==> src/inc/decode_pkg.sv <==
/*
 * Constants, field layouts and types for the instruction decode and
 * cycle-timing block of a small 8-bit core with 14-bit instruction words.
 * Assumes one core clock per oscillator period; no software-visible registers.
 */
// How it works
// - each instruction is one 14-bit word carrying the operation code and all of its operands.
// - operation codes fall into byte-oriented, bit-oriented and literal/control classes.
// - the direct call and the call through the working register take two instruction cycles.
// - the plain return, the literal-loading return and the interrupt return take two instruction cycles.
// - jumps, relative and working-register branches, bit tests and count-and-skip take two cycles.
// - an indirect access whose selected pointer addresses program memory adds one instruction cycle.
// - every other instruction completes in one instruction cycle.
// - one instruction cycle is exactly four oscillator clock periods.
// - an instruction naming a file register reads it first, then modifies, then stores; here the bit tests read the register and store nothing.
// - destination select 0 sends the result to the working register, 1 back to the file register.
// - the file-address operand selects a register from 0x00 to 0x7F of the current data space.
// - the bit operand selects one bit position of an 8-bit file register.
// - the pointer-number operand selects pointer register 0 or 1.
// - a two-bit mode operand picks pre-increment, pre-decrement, post-increment or post-decrement.
// - don't-care bit positions decode the same whether they hold 0 or 1.
package decode_pkg;

   // ----------------------------------------------------------------
   // word layout
   // ----------------------------------------------------------------
   localparam int INSTR_W = 14;
   localparam int FILE_W = 7;
   localparam int GRP_HI = 13;
   localparam int GRP_LO = 12;
   localparam int D_BIT = 7;
   localparam int BIT_HI = 9;
   localparam int BIT_LO = 7;
   localparam int PTR_N_IND = 2;
   localparam int PTR_N_OFS = 6;
   localparam int STORE_SEL = 3;

   // ----------------------------------------------------------------
   // operation codes
   // ----------------------------------------------------------------
   localparam logic [1:0] GRP_BYTE = 2'h0;
   localparam logic [1:0] GRP_BIT = 2'h1;
   localparam logic [13:0] OP_RETURN = 14'h0008;
   localparam logic [13:0] OP_RETURN_INT = 14'h0009;
   localparam logic [13:0] OP_CALL_W = 14'h000a;
   localparam logic [13:0] OP_BRANCH_W = 14'h000b;
   localparam logic [9:0] IND_PREFIX = 10'h001;
   localparam logic [4:0] BOP_CTRL = 5'h00;
   localparam logic [3:0] BOP_CLR = 4'h1;
   localparam logic [3:0] BOP_DEC_SKIP = 4'hb;
   localparam logic [3:0] BOP_INC_SKIP = 4'hf;
   localparam logic [2:0] LOP_CALL = 3'h4;
   localparam logic [2:0] LOP_JUMP = 3'h5;
   localparam logic [5:0] LOP_RETLIT = 6'h34;
   localparam logic [4:0] LOP_BRANCH_REL = 5'h19;
   localparam logic [6:0] LOP_IND_RD = 7'h7e;
   localparam logic [6:0] LOP_IND_WR = 7'h7f;
   localparam logic [5:0] IND_FILE_HI = 6'h00;

   // ----------------------------------------------------------------
   // timing and reset values
   // ----------------------------------------------------------------
   localparam int PHASES = 4;
   localparam logic [1:0] PHASE_LAST = 2'h3;
   localparam logic [1:0] PHASE_RST = 2'h0;
   localparam logic [1:0] CYC_ONE = 2'h1;
   localparam logic [1:0] CYC_TWO = 2'h2;
   localparam logic [1:0] CYC_EXTRA = 2'h1;
   localparam logic [1:0] CYC_RST = 2'h0;
   localparam logic [13:0] INSTR_RST = 14'h0000;

   // ----------------------------------------------------------------
   // types
   // ----------------------------------------------------------------
   typedef enum logic [1:0] {CLS_BYTE = 2'h0, CLS_BIT = 2'h1, CLS_LITCTL = 2'h2} instr_class_t;

   typedef enum logic [1:0] {PRE_INC = 2'h0, PRE_DEC = 2'h1, POST_INC = 2'h2, POST_DEC = 2'h3} ptr_mode_t;

   typedef enum logic [1:0] {SEQ_IDLE = 2'b01, SEQ_EXEC = 2'b10} seq_state_t;

   typedef struct packed {
      instr_class_t cls;
      logic file_op;
      logic file_store;
      logic w_store;
      logic [FILE_W-1:0] file_addr;
      logic [2:0] bit_sel;
      logic ptr_used;
      logic ptr_num;
      logic mode_used;
      ptr_mode_t ptr_mode;
      logic [1:0] cycles;
   } decode_t;

   typedef struct packed {
      seq_state_t seq;
      logic [1:0] phase;
      logic [1:0] cyc;
      logic [INSTR_W-1:0] instr;
      decode_t dec;
   } core_state_t;

endpackage

==> src/rtl/instr_cycle_decode.sv <==
/*
 * Instruction decode and cycle sequencer: takes 14-bit words from program
 * memory, decodes class and operands, and paces read-modify-write strobes
 * over four-phase instruction cycles.
 * Assumes inputs are synchronous to core_clk and that program memory holds
 * a word on instr_word whenever instr_valid is high.
 */
`timescale 1ns/100ps

module instr_cycle_decode #(
   parameter int INSTR_WIDTH = 14
) (
   input wire logic core_clk,
   input wire logic sys_rst,
   input wire logic [13:0] instr_word,
   input wire logic instr_valid,
   input wire logic [1:0] ptr_in_prog_mem,
   output logic fetch_strobe,
   output logic [1:0] phase,
   output logic instr_start,
   output logic instr_done,
   output logic busy,
   output logic file_rd_strobe,
   output logic file_wr_strobe,
   output logic w_wr_strobe,
   output logic [13:0] instr_out,
   output decode_pkg::decode_t dec
);

   // ----------------------------------------------------------------
   // elaboration check
   // ----------------------------------------------------------------
   if (INSTR_WIDTH != decode_pkg::INSTR_W) begin : g_width_check
      $error("instruction width must be 14");
   end
   if (decode_pkg::PHASES != 4) begin : g_phase_check
      $error("phase counter serves four phases only");
   end
   if (decode_pkg::FILE_W != 7) begin : g_file_check
      $error("file address operand must be 7 bits");
   end

   // ----------------------------------------------------------------
   // decode
   // ----------------------------------------------------------------
   // pure function of the word and the pointer targets (pm): unused operand bits never reach a compare
   function automatic decode_pkg::decode_t decode_fn(input logic [13:0] w, input logic [1:0] pm);
      decode_pkg::decode_t d;
      logic ind;
      d = '0;
      ind = 1'b0;
      d.cycles = decode_pkg::CYC_ONE;
      d.file_addr = w[decode_pkg::FILE_W-1:0];
      d.bit_sel = w[decode_pkg::BIT_HI:decode_pkg::BIT_LO];
      d.ptr_mode = decode_pkg::ptr_mode_t'(w[1:0]);
      case (w[decode_pkg::GRP_HI:decode_pkg::GRP_LO])
         decode_pkg::GRP_BYTE: begin
            d.cls = decode_pkg::CLS_BYTE;
            if (w[11:7] == decode_pkg::BOP_CTRL) begin
               d.cls = decode_pkg::CLS_LITCTL;
               if (w[13:4] == decode_pkg::IND_PREFIX) begin
                  d.ptr_used = 1'b1;
                  d.ptr_num = w[decode_pkg::PTR_N_IND];
                  d.mode_used = 1'b1;
                  d.file_store = w[decode_pkg::STORE_SEL];
                  d.w_store = !w[decode_pkg::STORE_SEL];
                  ind = 1'b1;
               end else if (w == decode_pkg::OP_CALL_W) begin
                  d.cycles = decode_pkg::CYC_TWO;
               end else if (w == decode_pkg::OP_RETURN || w == decode_pkg::OP_RETURN_INT) begin
                  d.cycles = decode_pkg::CYC_TWO;
               end else if (w == decode_pkg::OP_BRANCH_W) begin
                  d.cycles = decode_pkg::CYC_TWO;
               end
            end else if (w[11:8] == decode_pkg::BOP_CLR && !w[decode_pkg::D_BIT]) begin
               // clear of working register: low operand bits ignored
               d.w_store = 1'b1;
            end else begin
               d.file_op = 1'b1;
               d.file_store = w[decode_pkg::D_BIT];
               d.w_store = !w[decode_pkg::D_BIT];
               // skip forms take two cycles whether they skip or not (three through a program-memory pointer): no skip condition reaches this block
               if (w[11:8] == decode_pkg::BOP_DEC_SKIP || w[11:8] == decode_pkg::BOP_INC_SKIP) begin
                  d.cycles = decode_pkg::CYC_TWO;
               end
            end
         end
         decode_pkg::GRP_BIT: begin
            d.cls = decode_pkg::CLS_BIT;
            d.file_op = 1'b1;
            d.file_store = !w[11];
            if (w[11]) begin
               d.cycles = decode_pkg::CYC_TWO;
            end
         end
         default: begin
            d.cls = decode_pkg::CLS_LITCTL;
            if (w[13:11] == decode_pkg::LOP_CALL) begin
               d.cycles = decode_pkg::CYC_TWO;
            end else if (w[13:11] == decode_pkg::LOP_JUMP) begin
               d.cycles = decode_pkg::CYC_TWO;
            end else if (w[13:8] == decode_pkg::LOP_RETLIT) begin
               d.cycles = decode_pkg::CYC_TWO;
               d.w_store = 1'b1;
            end else if (w[13:9] == decode_pkg::LOP_BRANCH_REL) begin
               d.cycles = decode_pkg::CYC_TWO;
            end else if (w[13:7] == decode_pkg::LOP_IND_RD || w[13:7] == decode_pkg::LOP_IND_WR) begin
               d.ptr_used = 1'b1;
               d.ptr_num = w[decode_pkg::PTR_N_OFS];
               d.file_store = w[7];
               d.w_store = !w[7];
               ind = 1'b1;
            end else begin
               d.w_store = 1'b1;
            end
         end
      endcase
      // a file operand at either indirect-access address goes through a pointer
      if (d.file_op && w[6:1] == decode_pkg::IND_FILE_HI) begin
         d.ptr_used = 1'b1;
         d.ptr_num = w[0];
         ind = 1'b1;
      end
      // pointer target is sampled with the word: a pointer moved just before must settle first
      if (ind && pm[d.ptr_num]) begin
         d.cycles = d.cycles + decode_pkg::CYC_EXTRA;
      end
      return d;
   endfunction

   // ----------------------------------------------------------------
   // helpers
   // ----------------------------------------------------------------
   // 2-bit wrap-around step shared by the phase and cycle counters
   function automatic logic [1:0] step_fn(input logic [1:0] v);
      return v + 2'h1;
   endfunction

   // one place for loading a word, shared by the idle and back-to-back paths
   function automatic decode_pkg::core_state_t load_fn(input decode_pkg::core_state_t s, input logic [13:0] w,
         input logic [1:0] pm);
      decode_pkg::core_state_t n;
      n = s;
      n.seq = decode_pkg::SEQ_EXEC;
      n.cyc = decode_pkg::CYC_RST;
      n.instr = w;
      n.dec = decode_fn(w, pm);
      return n;
   endfunction

   // ----------------------------------------------------------------
   // sequencer state
   // ----------------------------------------------------------------
   decode_pkg::core_state_t st_r;
   decode_pkg::core_state_t st_nxt;
   logic phase_end;
   logic last_cycle;
   logic instr_end;

   assign phase_end = (st_r.phase == decode_pkg::PHASE_LAST);
   assign last_cycle = (st_r.cyc == st_r.dec.cycles - decode_pkg::CYC_ONE);
   assign instr_end = (st_r.seq == decode_pkg::SEQ_EXEC) && phase_end && last_cycle;

   always_comb begin
      st_nxt = st_r;
      st_nxt.phase = step_fn(st_r.phase);
      case (st_r.seq)
         decode_pkg::SEQ_IDLE: begin
            if (phase_end && instr_valid) begin
               st_nxt = load_fn(st_nxt, instr_word, ptr_in_prog_mem);
            end
         end
         decode_pkg::SEQ_EXEC: begin
            if (phase_end) begin
               if (!last_cycle) begin
                  st_nxt.cyc = step_fn(st_r.cyc);
               end else if (instr_valid) begin
                  // back-to-back words: next decode starts with no gap
                  st_nxt = load_fn(st_nxt, instr_word, ptr_in_prog_mem);
               end else begin
                  st_nxt.seq = decode_pkg::SEQ_IDLE;
               end
            end
         end
         default: begin
            st_nxt.seq = decode_pkg::SEQ_IDLE;
         end
      endcase
   end

   // reset loads constants only, so the phase restarts cleanly mid-instruction
   always_ff @(posedge core_clk or posedge sys_rst) begin
      if (sys_rst) begin
         st_r.seq <= decode_pkg::SEQ_IDLE;
         st_r.phase <= decode_pkg::PHASE_RST;
         st_r.cyc <= decode_pkg::CYC_RST;
         st_r.instr <= decode_pkg::INSTR_RST;
         st_r.dec <= '0;
      end else begin
         st_r <= st_nxt;
      end
   end

   // ----------------------------------------------------------------
   // outputs
   // ----------------------------------------------------------------
   // fetch overlaps the last phase so a new word can start on the next cycle
   assign fetch_strobe = phase_end && ((st_r.seq == decode_pkg::SEQ_IDLE) || last_cycle);
   assign busy = (st_r.seq == decode_pkg::SEQ_EXEC);
   assign instr_start = busy && (st_r.phase == decode_pkg::PHASE_RST) && (st_r.cyc == decode_pkg::CYC_RST);
   assign instr_done = instr_end;
   // read at the first phase, store at the last: read precedes write where both occur; pointer-form stores strobe no read
   assign file_rd_strobe = instr_start && st_r.dec.file_op;
   assign file_wr_strobe = instr_end && st_r.dec.file_store;
   assign w_wr_strobe = instr_end && st_r.dec.w_store;
   assign phase = st_r.phase;
   assign instr_out = st_r.instr;
   assign dec = st_r.dec;

endmodule

==> config.mk <==
export PLATFORM = sky130hd
export DESIGN_NAME = instr_cycle_decode
export DESIGN_NICKNAME = d
export VERILOG_FILES = /design/src/inc/decode_pkg.sv /design/src/rtl/instr_cycle_decode.sv
export SDC_FILE = /design/constraint.sdc
export NUM_CORES = 1
export LEC_CHECK = 0
export ABC_AREA = 1
export ABC_CLOCK_PERIOD_IN_PS = 5000
export BUFFER_PORTS_ARGS = -buffer_cell sky130_fd_sc_hd__buf_2
export CELL_PAD_IN_SITES_DETAIL_PLACEMENT = 0
export CELL_PAD_IN_SITES_GLOBAL_PLACEMENT = 2
export CORE_MARGIN = 2
export CORE_UTILIZATION = 30
export DETAILED_ROUTE_END_ITERATION = 7
export PLACE_DENSITY_LB_ADDON = 0.1
export SYNTH_ARGS = -nofsm -noshare
export SYNTH_HDL_FRONTEND = slang
export SYNTH_SLANG_ARGS = --single-unit
==> constraint.sdc <==
create_clock -name core_clk -period 5 [get_ports core_clk]
set_input_delay 0.25 -clock core_clk [delete_from_list [all_inputs] [get_ports core_clk]]
set_output_delay 0.25 -clock core_clk [all_outputs]
set_load 0.005 [all_outputs]
Word-level counts from Yosys, hierarchy flattened --
Index checks and enable logic that the tools add are counted. W data, S select, Z words.
Word-level totals: output and inout bits 45, register bits 42, word-level logic and storage cells 190
Operators by class: equality and inequality tests 24, multiplexer cells 113, add/sub/neg operators 5, reductions and logical operators 31, magnitude comparators 2
Operator list (count):
- $mux W2 | 59
- $mux W42 | 2
- $pmux W40 S2 | 1
- $eq A14 B4 Y1 const B | 4
- $mux W38 | 1
- $mux W36 | 1
- $mux W1 | 35
- $pmux W2 S2 | 4
- $eq A7 B7 Y1 const B | 2
- $logic_and A1 B1 Y1 | 14
- $pmux W1 S2 | 7
- $eq A10 B1 Y1 const B | 1
- $add A2 B1 Y2 const B | 4
- $eq A4 B4 Y1 const B | 2
- $eq A3 B3 Y1 const B | 2
- $eq A6 B6 Y1 const B | 1
- $logic_not A2 Y1 | 3
- $logic_not A6 Y1 | 1
- $mux W3 | 2
- $eq A5 B5 Y1 const B | 1
- $logic_not A5 Y1 | 1
- $reduce_and A5 Y1 | 1
- $eq A2 B1 Y1 const B | 2
- $eq A2 B2 Y1 const B | 2
- other kinds (14) | 22

Logic depth before layout (Yosys ltp) --
Gate-level depths: netlist of run 1.
depth in word-level cells 29, gate-level depth with buffers 14, depth with buffers taken out 14

Worst setup path after synthesis of run 1 --
No wires, ideal clock.
path type register to register, from register st_r[40] in the netlist's numbering, to register st_r, in the netlist instr_out[11], setup slack 3.172 ns, cell stages (with the launch flop) 10, arrival 1.701 ns, required time 4.873 ns, path through dfstp_2 > inv_1 > ha_1 > o21ai_0 > o21ai_0 > nor3_1 > nand2_4 > buf_4 > nand2_1 > o21ai_0
On the way: cells in the longest elaborated chain, start to end 3, elaborated cells between the ends (all ways) 9, classes of those cells eq/ne (6); mux (1); reduce/logical (2)
Ends and longest elaborated chain:
- start: declaration | line instr_cycle_decode.sv:154 | decode_pkg::core_state_t st_r;
- start signal: assignment | line instr_cycle_decode.sv:200 | st_r <= st_nxt;
- $eq A2 B2 Y1 *
- via busy | line instr_cycle_decode.sv:22 | output logic busy,
- $ne A2 B1 Y1 (no source line), or another cell as far along
- $reduce_and A5 Y1 (no source line)
Mark *: on every way through the listed nets, which the timed path passes. The rest lies on a longest branch. A chain may end at the register's enable or synchronous reset.

Final worst setup path of run 1 --
from register st_r[40] in the netlist's numbering, to register, netlist name dec[21]
On the way: cells in the longest elaborated chain, start to end 3, elaborated cells between the ends (all ways) 9, classes of those cells eq/ne (6); mux (1); reduce/logical (2)
Ends and longest elaborated chain:
- $eq A2 B1 Y1 or $eq A2 B2 Y1 (tied branches)
- $ne A2 B2 Y1 (no source line), or another cell as far along
- $reduce_and A5 Y1 (no source line)
Parallel ways exist; a longest one is shown, timed or not.

==> results.py, run 1 <==
metrics = {
    "power": {
        "peakVddDrop_mv": 0.179,
        "power_per_cell_area_nw_per_um2": 532,
        "leakage_nw": 1.16,
    },
    "synth": {
        "synth_nets": 282,
        "synth_area_leaders": "dfrtp_1 37%, buf_4 16%, nand2_1 12%",
        "ys_warn_count": 0,
        "ys.flop_type": "dfrtp_1",
        "ys_seq_area_share_pct": 38.5,
        "ys_ff_latch": 30,
        "netlist_instances": 258,
        "synth_top_area_cell": "dfrtp_1",
        "synth_top_area_share_pct": 37.1,
        "synth_most_common_cell": "nand2_1",
        "synth_common_cells": "61 x nand2_1, 41 x buf_4, 32 x inv_1, 29 x dfrtp_1, 20 x nor2_1",
        "synth_cell_type_count": 28,
        "syn_area_per_cell_um2": 7.58,
        "async_reset_ff_share_pct": 100,
        "synth_edf_count": 0,
        "syn_area_um2": 1950,
    },
    "sta": {
        "worstMarginPinSlew_ns": 0.442,
        "layout_setup_ws_ns": 2.77,
        "fin_setup_tns_ns": 0,
        "finalSetupViolations": 0,
        "period_share_pct": 44.6,
        "timing.hold.ws_ns": 0.0481,
        "final.min_clock_period_ns": 2.23,
        "max-slew-margin-rel_pct": 70.2,
        "rsz0062_at_grt": "false",
        "slew_viol_final": 0,
        "max_freq_mhz": 448,
        "hold_viol": 0,
        "skew_ns": 0.00431,
    },
    "global_routing": {
        "antenna_found_initial": 0,
        "gr-total-overflow": 0,
        "grt_max_degree": 35,
        "grt_pass1_wl_um": 7360,
        "grt_pass1_vias": 1457,
        "grt_use_total_pct": 13.4,
    },
    "floorplan": {
        "dieHeight_um": 84.7,
        "io-pin-count": 64,
        "start_util_pct": 31.0,
        "dieArea_um2": 7180,
        "coreArea_um2": 6310,
        "rows": 29,
        "die_w_um": 84.7,
    },
    "clock_network": {
        "post_cts_resized": 0,
        "clockBufferDepth": 2,
        "cts_hold_buf": 0,
        "cts_root_buf": "clkbuf_8",
        "clk-insertion-delay-late_ns": 0.28,
        "numCtsBuffers": 5,
        "cts_tree": "done",
        "htreeDepth": 2,
        "post_cts_buffers": 0,
        "clkSinkCount": 30,
        "cts.clk_slew.worst_paths_ns": 0.07,
    },
    "setup_path": {
        "cp_max_fo": 34,
        "arrival_ns": 2.43,
        "endpoint_kind": "flip-flop",
        "worst-setup-path-type": "flip-flop to flip-flop",
        "ff2ff_path_depth": 9,
        "crit_required_ns": 5.20,
        "start_kind": "flip-flop",
    },
    "finish": {
        "synthToLayoutAreaGrowth_pct": 9.99,
        "design_area_um2": 2150,
        "diodes": 0,
        "drive_above_1_share_pct": 30.6,
        "fin_util_pct": 34.0,
        "num-fill-cells": 733,
        "final_nets": 311,
    },
    "routing": {
        "drt-initial-drc-count": 57,
        "vias_per_cell": 4.36,
        "ant_nets": 0,
        "wl_um": 4600,
        "drt_pass1_iterations": 5,
        "drc": 0,
        "vias": 1591,
        "wl_per_cell_um": 12.6,
    },
    "place": {
        "place_ws_ns": 2.76,
        "place_hpwl_um": 3600,
        "port_buffers": 63,
        "dpl_cell_area_um2": 2050,
        "gp_congestion": 0.850,
    },
    "flow_run": {
        "drv_cap": 0,
    },
    "run_status": {
        "outcome": "finished, final reports clean",
    },
    "worst_hold_path": {
        "holdCritPathClass": "input port to asynchronous set/reset pin",
    },
}
final timing paths:
path / startpoint / endpoint / slack (ns)
max in group asynchronous: sys_rst / st_r[40] / 4.63
min reg2reg: phase[0] / phase[0] / 0.47
max: st_r[40] / dec[21] / 2.77
max reg2reg: st_r[40] / dec[21] / 2.77
min in group core_clk: instr_word[4] / instr_out[4] / 0.23
min: sys_rst / phase[0] / 0.05
sequential cells by signal (all words and copies together), names as in the netlist:
signal     count
st_r           4
dec           10
phase          2
instr_out     14
metal layers:
metal / vias to the layer above / share of wire [%] / track usage, % / wire length (µm)
li1: 831 / - / - / -
met1: 711 / 51 / 18.6 / 2340
met2: 45 / 43 / 20.4 / 1980
met3: 4 / 5.3 / 3.93 / 242
met4: 0 / 0.83 / 3.90 / 38
met5: - / 0 / 0 / 0
through the flow:
stage | std cells | power (mW)
CTS | 365 | 1.17
floorplan | 258 | 0.941
detailed placement | 357 | 0.956
global route | 365 | 1.26
global placement | 357 | 0.950
finish | 365 | 1.14
logic make-up (layout without fill, tap and decap cells):
kind of cell	Yosys count	in the layout	synth area share (%)
buffers and inverters	77	107	23.0
adders and majority gates	5	5	3.20
DFF	30	30	38.5
and+or+nand+nor	113	113	25.9
AOI/OAI and AO/OA	32	32	8.96
xor gates and xnor gates	1	1	0.448
where the power goes:
group          leakage (nW)  switching, mW  total (mW)  internal (mW)
Clock                0.0472         0.0941       0.205          0.110
Sequential            0.373         0.0628       0.410          0.347
Combinational         0.744          0.322       0.529          0.208
cell type report:
type | instances | area [µm²] | area share, %
Timing Repair Buffer | 64 | 323 | 15.0
Tap cell | 77 | 96.3 | 4.48
Multi-Input combinational cell | 151 | 752 | 35.0
Clock inverter | 2 | 12.5 | 0.582
Sequential cell | 30 | 752 | 35.0
Inverter | 35 | 131 | 6.11
Clock buffer | 6 | 82.6 | 3.84
critical path, cell delays in order, from the launching register on:
cell and delay [ns]:
dfstp_2 0.53, inv_1 0.05, ha_1 0.24, o21ai_0 0.14, o21ai_0 0.14, nor3_1 0.30
nand2_4 0.27, inv_2 0.29, nor2_1 0.06, a21oi_1 0.12
cell usage in the layout (no fill, tap or decap), types with 2 or more instances in the layout:
master	n
dfrtp_1	29
nor4_1	2
buf_2	63
nand3_1	9
nand2_1	61
inv_2	3
o21ai_0	19
nand2_2	5
inv_1	32
nor3_1	3
clkbuf_8	6
nand4_1	5
ha_1	5
a21oi_1	7
nor2_1	20
nor2_4	2
nor2_2	3
Power figures use the tool's default switching activity.
==> inputs of run 2 (changes only) <==
ABC_CLOCK_PERIOD_IN_PS = 2300   (was 5000)
CORE_UTILIZATION = 28   (was 30)
clock period = 2.3 ns   (was 5 ns; I/O delays follow)
==> results.py, run 2 (synthesis results as in run 1) <==
metrics = {
    "run_status": {
        "outcome": "finished, final reports clean",
    },
    "sta": {
        "skew_ns": 0.00237,
        "finalSetupViolations": 0,
        "fin_setup_tns_ns": 0,
        "max_freq_mhz": 499,
        "final.min_clock_period_ns": 2.00,
        "rsz0062_at_grt": "false",
        "max-slew-margin-rel_pct": 70.5,
        "period_share_pct": 87.1,
        "layout_setup_ws_ns": 0.298,
        "slew_viol_final": 0,
        "worstMarginPinSlew_ns": 0.438,
        "hold_viol": 0,
    },
    "finish": {
        "diodes": 0,
        "final_nets": 313,
        "final_common_cell": "buf_2",
        "largest_register_ffs": 14,
        "drive_above_1_share_pct": 31.0,
        "fin_util_pct": 32.6,
        "synthToLayoutAreaGrowth_pct": 12.9,
        "final_cell_mix": "63 x buf_2, 61 x nand2_1, 32 x inv_1",
    },
    "place": {
        "port_buffers": 63,
        "place_hpwl_um": 3680,
        "place_ws_ns": 0.180,
        "gp_congestion": 0.785,
    },
    "floorplan": {
        "coreArea_um2": 6760,
        "dieArea_um2": 7660,
        "start_util_pct": 28.9,
        "dieHeight_um": 87.5,
        "rows": 30,
        "die_w_um": 87.5,
        "io-pin-count": 64,
    },
    "routing": {
        "vias_per_cell": 4.31,
        "vias": 1596,
        "wl_um": 4690,
        "ant_nets": 0,
        "drc": 0,
        "drt-initial-drc-count": 41,
        "wl_per_cell_um": 12.7,
        "drt_pass1_iterations": 4,
    },
    "setup_path": {
        "endpoint_kind": "flip-flop",
        "start_kind": "flip-flop",
        "crit_required_ns": 2.45,
        "ff2ff_path_depth": 9,
        "worst-setup-path-type": "flip-flop to flip-flop",
        "r2r_slack_ns": 0.30,
        "cp_max_fo": 24,
        "timing.rr.start": "st_r[40]",
        "r2r_end": "dec[18]",
        "arrival_ns": 2.16,
    },
    "global_routing": {
        "gr-total-overflow": 0,
        "grt_max_degree": 31,
        "grt_use_total_pct": 13.4,
        "grt_pass1_wl_um": 7910,
        "grt_pass1_vias": 1591,
        "antenna_found_initial": 0,
    },
    "worst_hold_path": {
        "hold_depth": 3,
        "holdCritPathClass": "input port to flip-flop",
        "whs_endpoint": "instr_out[4]",
        "min_from": "instr_word[4]",
    },
    "clock_network": {
        "cts_tree": "done",
        "cts.clk_slew.worst_paths_ns": 0.07,
        "post_cts_buffers": 0,
        "clkSinkCount": 30,
        "clockBufferDepth": 2,
        "htreeDepth": 2,
        "cts_root_buf": "clkbuf_8",
        "clk-insertion-delay-late_ns": 0.28,
        "numCtsBuffers": 5,
    },
    "flow_run": {
        "drv_cap": 0,
    },
    "power": {
        "peakVddDrop_mv": 0.412,
        "leakage_nw": 1.19,
        "power_per_cell_area_nw_per_um2": 1200,
    },
}
==> run 2: through the flow <==
| stage | cell area [µm²] | hold slack (ns) | power (mW) | std cells |
|---|---|---|---|---|
| after detailed placement | 2080 | 0.233 | 2.15 | 361 |
| after CTS | 2200 | 0.0864 | 2.68 | 370 |
| after global routing | 2210 | 0.103 | 2.92 | 370 |
| after floorplan | 1950 | 0.205 | 2.04 | 258 |
| final | 2210 | 0.0885 | 2.64 | 370 |
| after global placement | 2080 | 0.233 | 2.14 | 361 |
==> run 2: cell type report <==
cell class	instances	area, µm²
Timing Repair Buffer	66	353
Sequential cell	30	752
Clock buffer	8	110
Inverter	35	134
Fill cell	779	4550
Multi-Input combinational cell	151	757
Tap cell	80	100
==> run 2: power breakdown <==
part / total, mW / switching (mW) / internal [mW]
Combinational: 1.24 / 0.732 / 0.509
Clock: 0.507 / 0.205 / 0.302
Sequential: 0.891 / 0.136 / 0.755
==> run 2: worst max-delay path, stage by stage (launching register included) <==
cell     delay, ns
dfstp_2       0.53
inv_1         0.05
ha_1          0.23
o21ai_0       0.15
o21ai_1       0.13
nor3_2        0.28
nand2_4       0.17
buf_12        0.19
nand2_1       0.06
o21ai_0       0.08
==> run 2: repair_timing <==
action	CTS	global route
resized for setup	0	4
hold buffers	1	0
endpoints found under the hold margin	29	0
setup endpoints to repair	0	24
==> run 2: routing by layer <==
metal	vias to the layer above	global-route usage [%]	part of all wire (%)
met1	725	18.2	47
met5	-	0	0
met3	5	3.20	4.4
met2	36	21.2	47
li1	830	-	-
met4	0	4.20	1.4
==> run 2: worst max-delay path by stage <==
stage | endpoint | cells after the start | from | slack (ns)
final | dec[18] | 9 | st_r[40] | 0.30
after global routing | dec[20] | 9 | st_r[40] | 0.02
after CTS | dec[19] | 9 | st_r[40] | 0.17
after detailed placement | dec[19] | 9 | st_r[40] | 0.18
after global placement | dec[19] | 9 | st_r[40] | 0.23
after floorplan | instr_out[11] | 9 | st_r[40] | 0.47
